==> src/core/sfoc_regs.svh <==
`ifndef SFOC_REGS_SVH
`define SFOC_REGS_SVH

// ****************************************************************
// Register byte addresses
// ****************************************************************
`define SFOC_CTL_BASE      8'h10
`define SFOC_SPAN_BASE     8'h14
`define SFOC_WORD_SEL      7:2
`define SFOC_LANE_SEL      1:0

// ****************************************************************
// output_frame_control field positions
// ****************************************************************
`define SFOC_CTL_CHIP_ID   14
`define SFOC_CTL_SUP_HI    13
`define SFOC_CTL_SUP_LO    12
`define SFOC_CTL_IN_HI     11
`define SFOC_CTL_IN_LO     10
`define SFOC_CTL_SPAN      8
`define SFOC_CTL_PARITY    3
`define SFOC_CTL_PAT_HI    2
`define SFOC_CTL_PAT_LO    0

// ****************************************************************
// reference_and_span_control field positions
// ****************************************************************
`define SFOC_REF_OFF       6
`define SFOC_SPAN_HI       3
`define SFOC_SPAN_LO       0

// ****************************************************************
// Reset values and constants
// ****************************************************************
`define SFOC_RST_WORD      32'h0000_0000
`define SFOC_RST_SPAN      4'h0
`define SFOC_RD_UNMAPPED   8'h00
`define SFOC_SPAN_BI_LAST  4'h4
`define SFOC_SPAN_UNI_1ST  4'h8
`define SFOC_SPAN_UNI_LAST 4'hB

// ****************************************************************
// Frame geometry and test patterns
// ****************************************************************
`define SFOC_VALUE_W       12
`define SFOC_FRAME_W       26
`define SFOC_LEN_W         5
`define SFOC_PAT_ZERO      12'h000
`define SFOC_PAT_ONE       12'hFFF
`define SFOC_PAT_ALT1      12'h555
`define SFOC_PAT_ALT2      12'h333

`endif

==> src/core/sfoc_pkg.sv <==
`include "sfoc_regs.svh"

package sfoc_pkg;

    // ************************************************************
    // Carriers
    // ************************************************************
    typedef enum logic [1:0] {
        SFOC_SEL_NONE,
        SFOC_SEL_HIGH,
        SFOC_SEL_LOW,
        SFOC_SEL_BOTH
    } sfoc_flag_sel_e;

    typedef struct packed {
        logic           chip_id_app;
        sfoc_flag_sel_e supply_app;
        sfoc_flag_sel_e input_app;
        logic           span_app;
        logic           parity_app;
        logic [2:0]     pattern;
    } sfoc_ctl_s;

    typedef struct packed {
        logic supply_hi;
        logic supply_lo;
        logic input_hi;
        logic input_lo;
    } sfoc_flags_s;

    typedef struct packed {
        logic [`SFOC_FRAME_W-1:0] bits;
        logic [`SFOC_LEN_W-1:0]   len;
    } sfoc_frame_s;

    typedef struct packed {
        sfoc_ctl_s                ctl;
        logic                     ref_off;
        logic [3:0]               span;
        logic [`SFOC_VALUE_W-1:0] sample;
        logic [2:0]               sclk_sync;
        logic                     sclk_lvl;
        logic [2:0]               cs_sync;
        logic                     cs_lvl;
        logic [`SFOC_FRAME_W-1:0] shift;
        logic                     sdo;
        logic [7:0]               rdata;
    } sfoc_state_s;

endpackage : sfoc_pkg

==> src/core/sfoc_frame_build.sv <==
`timescale 1ns/1ps
`default_nettype none
`include "sfoc_regs.svh"

module sfoc_frame_build (
    input  wire sfoc_pkg::sfoc_ctl_s   ctl,
    input  wire logic [`SFOC_VALUE_W-1:0] sample,
    input  wire logic [3:0]            chip_id,
    input  wire sfoc_pkg::sfoc_flags_s flags,
    input  wire logic [3:0]            span,
    output var  sfoc_pkg::sfoc_frame_s frame
);

    // ************************************************************
    // Append one bit at the low end of the growing frame
    // ************************************************************
    function automatic sfoc_pkg::sfoc_frame_s app1(
        input sfoc_pkg::sfoc_frame_s f,
        input logic                  b
    );
        sfoc_pkg::sfoc_frame_s r;
        r.bits = {f.bits[`SFOC_FRAME_W-2:0], b};
        r.len  = f.len + `SFOC_LEN_W'(1);
        return r;
    endfunction : app1

    logic [`SFOC_VALUE_W-1:0] value;
    sfoc_pkg::sfoc_frame_s    acc;
    logic                     par_value;
    logic                     par_frame;

    // Value field: live sample or a fixed pattern
    always_comb begin
        case (ctl.pattern)
            3'h4:    value = `SFOC_PAT_ZERO;
            3'h5:    value = `SFOC_PAT_ONE;
            3'h6:    value = `SFOC_PAT_ALT1;
            3'h7:    value = `SFOC_PAT_ALT2;
            default: value = sample;
        endcase
    end

    // Build right-justified, then left-justify so the MSB leads
    always_comb begin
        acc.bits = {{(`SFOC_FRAME_W-`SFOC_VALUE_W){1'b0}}, value};
        acc.len  = `SFOC_LEN_W'(`SFOC_VALUE_W);
        par_value = ^value;
        if (ctl.chip_id_app) begin
            for (int i = 3; i >= 0; i--) begin
                acc = app1(acc, chip_id[i]);
            end
        end
        // High flag goes first when both are selected
        if (ctl.supply_app[0]) acc = app1(acc, flags.supply_hi);
        if (ctl.supply_app[1]) acc = app1(acc, flags.supply_lo);
        if (ctl.input_app[0])  acc = app1(acc, flags.input_hi);
        if (ctl.input_app[1])  acc = app1(acc, flags.input_lo);
        if (ctl.span_app) begin
            for (int i = 3; i >= 0; i--) begin
                acc = app1(acc, span[i]);
            end
        end
        // Frame parity covers everything ahead of the parity pair
        par_frame = ^acc.bits;
        if (ctl.parity_app) begin
            acc = app1(acc, par_value);
            acc = app1(acc, par_frame);
        end
        frame.len  = acc.len;
        frame.bits = acc.bits << (`SFOC_LEN_W'(`SFOC_FRAME_W) - acc.len);
    end

endmodule : sfoc_frame_build

`default_nettype wire

==> src/core/sfoc_frame_ctl.sv <==
// Overview of operation
// Bits 31-16 of output_frame_control always read zero.
// Bit 14 set appends the 4-bit chip id to the frame.
// Bits 13-12 pick which supply flags are appended: none, high, low, both.
// Bits 11-10 pick which input flags are appended: none, high, low, both.
// Bit 8 set appends the 4-bit span code to the frame.
// Bit 3 set appends two parity bits at the frame's low end.
// First parity bit is even parity over the value bits only.
// Second parity bit is even parity over the whole frame; the code covers only the bits ahead of the parity pair.
// Parity makes the frame two bits longer; host clocks them out.
// Pattern field MSB zero sends the live conversion value.
// Pattern 100b sends all zeros, 101b all ones.
// Pattern 110b alternates single bits, 111b alternates bit pairs.
// Span register spans byte addresses 14h to 17h, low byte first.
// Span register holds reference-off bit 6 and span code 3-0.
// Power-on fields clear only on power-on reset, not application reset.
// Reference-off zero keeps the on-chip reference on, one turns off.
// Span codes 0-4 bipolar, 8-11 unipolar, others unused.
// Appended order: chip id, supply, input, span code, parity pair.
// Writes to reserved bits are ignored; they stay zero.
`timescale 1ns/1ps
`default_nettype none
`include "sfoc_regs.svh"

module sfoc_frame_ctl (
    input  wire logic                     clk,
    input  wire logic                     rst_n,
    input  wire logic                     por_n,
    input  wire logic                     reg_wr,
    input  wire logic                     reg_rd,
    input  wire logic [7:0]               reg_addr,
    input  wire logic [7:0]               reg_wdata,
    output logic [7:0]                    reg_rdata,
    input  wire logic [`SFOC_VALUE_W-1:0] conv_data,
    input  wire logic                     conv_valid,
    input  wire logic [3:0]               chip_id,
    input  wire sfoc_pkg::sfoc_flags_s    alarm_flags,
    input  wire logic                     link_sclk,
    input  wire logic                     link_cs_n,
    output logic                          serial_out_lines,
    output logic                          serial_out_lines_oe,
    output logic                          onchip_reference_off,
    output logic [3:0]                    span_code,
    output logic                          span_bipolar,
    output logic                          span_valid
);

    // ************************************************************
    // Register images and byte lanes
    // ************************************************************

    // Control word as software sees it; reserved bits are constant zero
    function automatic logic [31:0] ctl_image(
        input sfoc_pkg::sfoc_ctl_s c
    );
        logic [31:0] w;
        w = `SFOC_RST_WORD;
        w[`SFOC_CTL_CHIP_ID] = c.chip_id_app;
        w[`SFOC_CTL_SUP_HI:`SFOC_CTL_SUP_LO] = c.supply_app;
        w[`SFOC_CTL_IN_HI:`SFOC_CTL_IN_LO]   = c.input_app;
        w[`SFOC_CTL_SPAN]    = c.span_app;
        w[`SFOC_CTL_PARITY]  = c.parity_app;
        w[`SFOC_CTL_PAT_HI:`SFOC_CTL_PAT_LO] = c.pattern;
        return w;
    endfunction : ctl_image

    // Only the stored fields are picked out, so reserved writes vanish
    function automatic sfoc_pkg::sfoc_ctl_s ctl_fields(
        input logic [31:0] w
    );
        sfoc_pkg::sfoc_ctl_s c;
        c.chip_id_app = w[`SFOC_CTL_CHIP_ID];
        c.supply_app  = sfoc_pkg::sfoc_flag_sel_e'(
                            w[`SFOC_CTL_SUP_HI:`SFOC_CTL_SUP_LO]);
        c.input_app   = sfoc_pkg::sfoc_flag_sel_e'(
                            w[`SFOC_CTL_IN_HI:`SFOC_CTL_IN_LO]);
        c.span_app    = w[`SFOC_CTL_SPAN];
        c.parity_app  = w[`SFOC_CTL_PARITY];
        c.pattern     = w[`SFOC_CTL_PAT_HI:`SFOC_CTL_PAT_LO];
        return c;
    endfunction : ctl_fields

    // Span word image
    function automatic logic [31:0] span_image(
        input logic       off,
        input logic [3:0] code
    );
        logic [31:0] w;
        w = `SFOC_RST_WORD;
        w[`SFOC_REF_OFF] = off;
        w[`SFOC_SPAN_HI:`SFOC_SPAN_LO] = code;
        return w;
    endfunction : span_image

    // Byte lane 0 holds bits 7-0, lane 3 bits 31-24
    function automatic logic [7:0] byte_of(
        input logic [31:0] w,
        input logic [1:0]  lane
    );
        return w[lane*8 +: 8];
    endfunction : byte_of

    function automatic logic [31:0] put_byte(
        input logic [31:0] w,
        input logic [1:0]  lane,
        input logic [7:0]  b
    );
        logic [31:0] r;
        r = w;
        r[lane*8 +: 8] = b;
        return r;
    endfunction : put_byte

    // Nine spans: five bipolar, four unipolar
    function automatic logic span_used(
        input logic [3:0] code
    );
        return (code <= `SFOC_SPAN_BI_LAST) ||
               ((code >= `SFOC_SPAN_UNI_1ST) &&
                (code <= `SFOC_SPAN_UNI_LAST));
    endfunction : span_used

    // ************************************************************
    // State
    // ************************************************************
    sfoc_pkg::sfoc_state_s st_r;
    sfoc_pkg::sfoc_state_s st_nxt;
    sfoc_pkg::sfoc_frame_s frame;
    logic                  sclk_fall;
    logic                  cs_fall;
    logic                  cs_rise;
    logic                  sel_ctl;
    logic                  sel_span;
    logic [31:0]           wr_word;

    // ************************************************************
    // Frame assembly
    // ************************************************************

    // Pure combinational build from the settings in force right now
    sfoc_frame_build u_build (
        .ctl     (st_r.ctl),
        .sample  (st_r.sample),
        .chip_id (chip_id),
        .flags   (alarm_flags),
        .span    (st_r.span),
        .frame   (frame)
    );

    // ************************************************************
    // Link edge detection
    // ************************************************************

    // Stage 2 and 3 must agree before a change counts; filters glitches
    always_comb begin
        sclk_fall = (st_r.sclk_sync[2] == st_r.sclk_sync[1]) &&
                    !st_r.sclk_sync[2] && st_r.sclk_lvl;
        cs_fall   = (st_r.cs_sync[2] == st_r.cs_sync[1]) &&
                    !st_r.cs_sync[2] && st_r.cs_lvl;
        cs_rise   = (st_r.cs_sync[2] == st_r.cs_sync[1]) &&
                    st_r.cs_sync[2] && !st_r.cs_lvl;
    end

    // Address decode on the word part of the byte address
    always_comb begin
        sel_ctl  = reg_addr[`SFOC_WORD_SEL] ==
                   (`SFOC_CTL_BASE >> 2);
        sel_span = reg_addr[`SFOC_WORD_SEL] ==
                   (`SFOC_SPAN_BASE >> 2);
        wr_word  = `SFOC_RST_WORD;
        if (sel_ctl) begin
            wr_word = put_byte(ctl_image(st_r.ctl),
                               reg_addr[`SFOC_LANE_SEL], reg_wdata);
        end else if (sel_span) begin
            wr_word = put_byte(span_image(st_r.ref_off, st_r.span),
                               reg_addr[`SFOC_LANE_SEL], reg_wdata);
        end
    end

    // ************************************************************
    // Next state
    // ************************************************************
    always_comb begin
        st_nxt = st_r;

        // Synchronisers: first stage feeds only the second
        st_nxt.sclk_sync = {st_r.sclk_sync[1:0], link_sclk};
        st_nxt.cs_sync   = {st_r.cs_sync[1:0], link_cs_n};
        if (st_r.sclk_sync[2] == st_r.sclk_sync[1]) begin
            st_nxt.sclk_lvl = st_r.sclk_sync[2];
        end
        if (st_r.cs_sync[2] == st_r.cs_sync[1]) begin
            st_nxt.cs_lvl = st_r.cs_sync[2];
        end

        // Latest conversion result waits for the next frame
        if (conv_valid) begin
            st_nxt.sample = conv_data;
        end

        // Frame is frozen at select; later writes hit the next frame
        if (cs_fall) begin
            st_nxt.shift = frame.bits;
            st_nxt.sdo   = frame.bits[`SFOC_FRAME_W-1];
        end else if (sclk_fall && !st_r.cs_lvl) begin
            // Zeros trail once the frame has run out
            st_nxt.shift = {st_r.shift[`SFOC_FRAME_W-2:0], 1'b0};
            st_nxt.sdo   = st_r.shift[`SFOC_FRAME_W-2];
        end else if (cs_rise) begin
            st_nxt.sdo   = 1'b0;
        end

        // Register writes; only stored fields are kept
        if (reg_wr && sel_ctl) begin
            st_nxt.ctl = ctl_fields(wr_word);
        end
        if (reg_wr && sel_span) begin
            st_nxt.ref_off = wr_word[`SFOC_REF_OFF];
            st_nxt.span    = wr_word[`SFOC_SPAN_HI:`SFOC_SPAN_LO];
        end

        // Reads return the old value when a write hits the same cycle
        if (reg_rd) begin
            if (sel_ctl) begin
                st_nxt.rdata = byte_of(ctl_image(st_r.ctl),
                                       reg_addr[`SFOC_LANE_SEL]);
            end else if (sel_span) begin
                st_nxt.rdata = byte_of(span_image(st_r.ref_off, st_r.span),
                                       reg_addr[`SFOC_LANE_SEL]);
            end else begin
                st_nxt.rdata = `SFOC_RD_UNMAPPED;
            end
        end

        // Application reset spares the power-on fields
        if (!por_n || !rst_n) begin
            st_nxt           = '0;
            st_nxt.ctl       = sfoc_pkg::sfoc_ctl_s'(`SFOC_RST_WORD);
            st_nxt.cs_sync   = '1;
            st_nxt.cs_lvl    = 1'b1;
            if (por_n) begin
                st_nxt.ctl.parity_app = st_r.ctl.parity_app;
                st_nxt.span           = st_r.span;
            end else begin
                st_nxt.span = `SFOC_RST_SPAN;
            end
        end
    end

    // ************************************************************
    // State register
    // ************************************************************

    // Both resets are synchronous and handled in the next-state logic
    always_ff @(posedge clk) begin
        st_r <= st_nxt;
    end

    // ************************************************************
    // Outputs
    // ************************************************************

    // Pin is driven only while the host holds select low
    always_comb begin
        reg_rdata            = st_r.rdata;
        serial_out_lines     = st_r.sdo;
        serial_out_lines_oe  = !st_r.cs_lvl;
        onchip_reference_off = st_r.ref_off;
        span_code            = st_r.span;
        span_bipolar         = !st_r.span[`SFOC_SPAN_HI];
        span_valid           = span_used(st_r.span);
    end

endmodule : sfoc_frame_ctl

`default_nettype wire

==> config.mk <==
export PLATFORM = sky130hd
export DESIGN_NAME = sfoc_frame_ctl
export DESIGN_NICKNAME = d
export VERILOG_FILES = /design/src/core/sfoc_pkg.sv /design/src/core/sfoc_frame_build.sv /design/src/core/sfoc_frame_ctl.sv
export VERILOG_INCLUDE_DIRS = /design/src /design/src/core
export SDC_FILE = /design/constraint.sdc
export NUM_CORES = 1
export LEC_CHECK = 0
export BUFFER_PORTS_ARGS = -buffer_cell sky130_fd_sc_hd__buf_2
export CAP_MARGIN = 20
export CORE_MARGIN = 10
export CORE_UTILIZATION = 33
export CTS_BUF_LIST = sky130_fd_sc_hd__clkbuf_2 sky130_fd_sc_hd__clkbuf_4 sky130_fd_sc_hd__clkbuf_8
export DETAILED_ROUTE_END_ITERATION = 10
export HOLD_SLACK_MARGIN = 0.03
export PLACE_DENSITY = 0.57
export SYNTH_ARGS = -nofsm -noshare
export SYNTH_HDL_FRONTEND = slang
export SYNTH_SLANG_ARGS = --single-unit
==> constraint.sdc <==
create_clock -name clk -period 5.1 [get_ports clk]
set_input_delay 1.02 -clock clk [delete_from_list [all_inputs] [get_ports clk]]
set_output_delay 1.02 -clock clk [all_outputs]
set_load 0.005 [all_outputs]
==> metrics <==
arrival time reported for the critical path endpoint=4.94 ns; switching pwr=353 uW; total placed instance area=0.00783 sq mm; die area=0.0287 sq mm; critical path launch point type=flop; share of the cycle needed by the critical path after routing=91.2%; Worst Tran Pin Value=0.963 ns; most common library cell in the layout ignoring fill and taps=sky130_fd_sc_hd__nor2_1; GRT Total Usage=15.7%; placeable core region=0.0219 sq mm; final max-slew violation count=0; DRC Markers=0; count of pins on the block boundary=61; top cells by area, synth=sky130_fd_sc_hd__dfxtp_1, sky130_fd_sc_hd__mux2i_1, sky130_fd_sc_hd__o21ai_0; headroom to the max-slew limit=35.8%; total length of routed wires=23,300 um; Layout area overhead=9.52%; launch point of the worst reg-to-reg path=st_r[61]$_SDFFE_PP0P_; Max IR drop VDD=165 uV; Internal Pwr Total=882 uW; warnings from Yosys=0; global-route wire length before repair=38,100 um; hold-fix buffers at CTS=0; register area share after synthesis=19.2%; worst-path fanout max=14; number of setup violations in the final report=0; count of max-cap constraint violations=0; pin count of the biggest net entering global routing=44; Post-Synthesis Cells=1,015; number of flip-flops and latches in the synthesized netlist=68; # H-tree levels=3; total power draw=1230 uW; Clock Tree Buf Depth=2; post-DP HPWL=17,600 um; Net Count, Synth=1,072; Worst Setup EP=st_r[28]$_SDFFE_PP0P_; average via count per standard cell=5.80; worst setup slack after placement=0.426 ns; required time worst endpoint=5.39 ns; shortest period the worst path allows=4.65 ns; count of routing violations after the opening detailed-route iteration=673; Inserted Clock Buffers=9; vias after detailed routing=7,628; timing startpoint of the critical path=st_r[61]$_SDFFE_PP0P_; clk sink count=68; number of different library cells in the post-synthesis netlist=90; RePlAce Congestion=0.905; root buffer cell=sky130_fd_sc_hd__clkbuf_8; Initial Util=33.6%; Die Y-Extent=169 um; total power per unit cell area=153 mW/mm^2; final total negative setup slack=0 ns; Post-Synthesis Cell Area=0.00736 sq mm; CTS clock-pin slew for the worst setup and hold paths=0.10 ns; internal reg-to-reg setup slack=0.45 ns; main flop type after synthesis=sky130_fd_sc_hd__dfxtp_1; share of power burned in the clock network=38.7%; category of the most critical setup path=reg2reg; total global routing overflow=0; post-route clock skew=0.0219 ns; Avg WL per Cell=17.7 um; Synth Area per Inst=7.25 sq um; commonest cells after routing, fill and taps aside=sky130_fd_sc_hd__nor2_1, sky130_fd_sc_hd__o21ai_0, sky130_fd_sc_hd__nand2_1, sky130_fd_sc_hd__mux2i_1, sky130_fd_sc_hd__a21oi_1; Site Rows=54; combinational share of power=16.5%; ANT nets after route=0; share of layout cells above drive strength 1=15.5%; later-pin clock latency in the skew report=0.36 ns; Lkg Pwr=0.00312 uW; worst-case hold slack=0.413 ns; number of enable flip-flop cells after synthesis=5; proportion of register bits with asynchronous set or reset after synthesis=0%; number of antenna violations at the first check in global routing=0; switching power as a share of total power=28.5%; type of destination of the critical path=flop; post-synthesis cell type with the largest combined area=sky130_fd_sc_hd__dfxtp_1; status=complete, no violations; final hold violation count=0; Die X=169 um; CTS tree=done; final design instance area without fill=0.00806 sq mm; R2R depth=14; post-synth top area share=17.1%; final critical-path setup slack=0.451 ns; power share of the sequential group=44.8%; count of buffers inserted at the top-level ports=58; number of iterations in the first detailed-routing pass=5; RSZ-0062 raised after global routing=no; end of the worst register-to-register path=st_r[28]$_SDFFE_PP0P_; Diodes inserted=0; worst hold path class=reg2reg; achievable frequency=215 MHz; nets@finish=1,087; number of global-route vias before repair=7,160
synth_stat cells (20+ instances only):
master                     number
sky130_fd_sc_hd__nor2_1       115
sky130_fd_sc_hd__o21ai_0      108
sky130_fd_sc_hd__nand2_1      106
sky130_fd_sc_hd__mux2i_1       64
sky130_fd_sc_hd__a21oi_1       63
sky130_fd_sc_hd__dfxtp_1       63
sky130_fd_sc_hd__clkbuf_1      50
sky130_fd_sc_hd__nand3_1       35
sky130_fd_sc_hd__xnor2_1       35
sky130_fd_sc_hd__a31oi_1       21
sky130_fd_sc_hd__mux2_2        20
worst max-delay path: stages, from the launching register on:
cell and delay, ns:
sky130_fd_sc_hd__dfxtp_1 0.66, sky130_fd_sc_hd__nand2_1 0.29, sky130_fd_sc_hd__a221oi_1 0.67, sky130_fd_sc_hd__o32a_1 0.31, sky130_fd_sc_hd__a21o_1 0.14, sky130_fd_sc_hd__o211ai_2 0.12, sky130_fd_sc_hd__xnor3_1 0.40, sky130_fd_sc_hd__xnor2_1 0.14
sky130_fd_sc_hd__xnor3_1 0.42, sky130_fd_sc_hd__xnor3_2 0.25, sky130_fd_sc_hd__xnor2_2 0.18, sky130_fd_sc_hd__o21bai_2 0.31, sky130_fd_sc_hd__o21ai_2 0.15, sky130_fd_sc_hd__or3_1 0.33, sky130_fd_sc_hd__a41oi_1 0.20
timing repair:
item | in CTS | in global routing
endpoints found under the setup margin | 0 | 6
buffers inserted | 0 | 1
resized for setup | 0 | 5
worst min-delay path by stage:
| stage | cells past startpoint | to | from |
|---|---|---|---|
| floorplan | 1 | st_r[37]$_SDFF_PP1_ | st_r[36]$_SDFF_PP1_ |
| global placement | 1 | st_r[37]$_SDFF_PP1_ | st_r[36]$_SDFF_PP1_ |
| finish | 1 | st_r[37]$_SDFF_PP1_ | st_r[36]$_SDFF_PP1_ |
| CTS | 1 | st_r[37]$_SDFF_PP1_ | st_r[36]$_SDFF_PP1_ |
| global route | 1 | st_r[37]$_SDFF_PP1_ | st_r[36]$_SDFF_PP1_ |
| detailed placement | 1 | st_r[37]$_SDFF_PP1_ | st_r[36]$_SDFF_PP1_ |
flip-flops by register name (all words and copies together) (netlist names):
signal	count
st_r	55
serial_out_lines	1
reg_rdata	7
span_code	4
onchip_reference_off	1
power groups by stage:
stage / logic, uW / registers (uW) / clock network [uW]
after global placement: 201 / 566 / 0
after global routing: 225 / 554 / 510
final: 204 / 553 / 478
after floorplan: 145 / 559 / 0
after detailed placement: 202 / 565 / 0
after CTS: 203 / 553 / 488
metrics by stage:
step / util, % / cells
detailed placement: 35.8 / 1298
finish: 36.8 / 1315
floorplan: - / 1015
CTS: 36.7 / 1314
global placement: 35.8 / 1298
global route: 36.8 / 1315
area by class of cell:
cell class,count,area (sq um)
Timing Repair Buffer,92,562
Tap cell,280,350
Inverter,21,78.8
Multi-Input combinational cell,838,5440
Clock buffer,11,151
Clock inverter,5,57.6
Sequential cell,68,1410
Fill cell,2380,13800
routing by layer:
metal  vias up  global-route usage [%]  part of all wire [%]
met5         -                       0                     0
met4         0                    4.58                   1.9
met3        24                    2.08                   6.6
met2       272                    23.8                    44
met1      3564                    22.7                    48
li1       3768                       -                     -
cell families after synthesis:
logic type / share of synthesized area (%)
AND/OR/NAND/NOR: 21.7
AO/OA/AOI/OAI: 30.2
buffers and inverters: 7.07
XOR/XNOR: 6.70
flip-flops: 19.2
other: 0.0510
adder cells (fa/ha/maj): 2.21
multiplexers: 12.9
(Power assumes the default switching activity.)
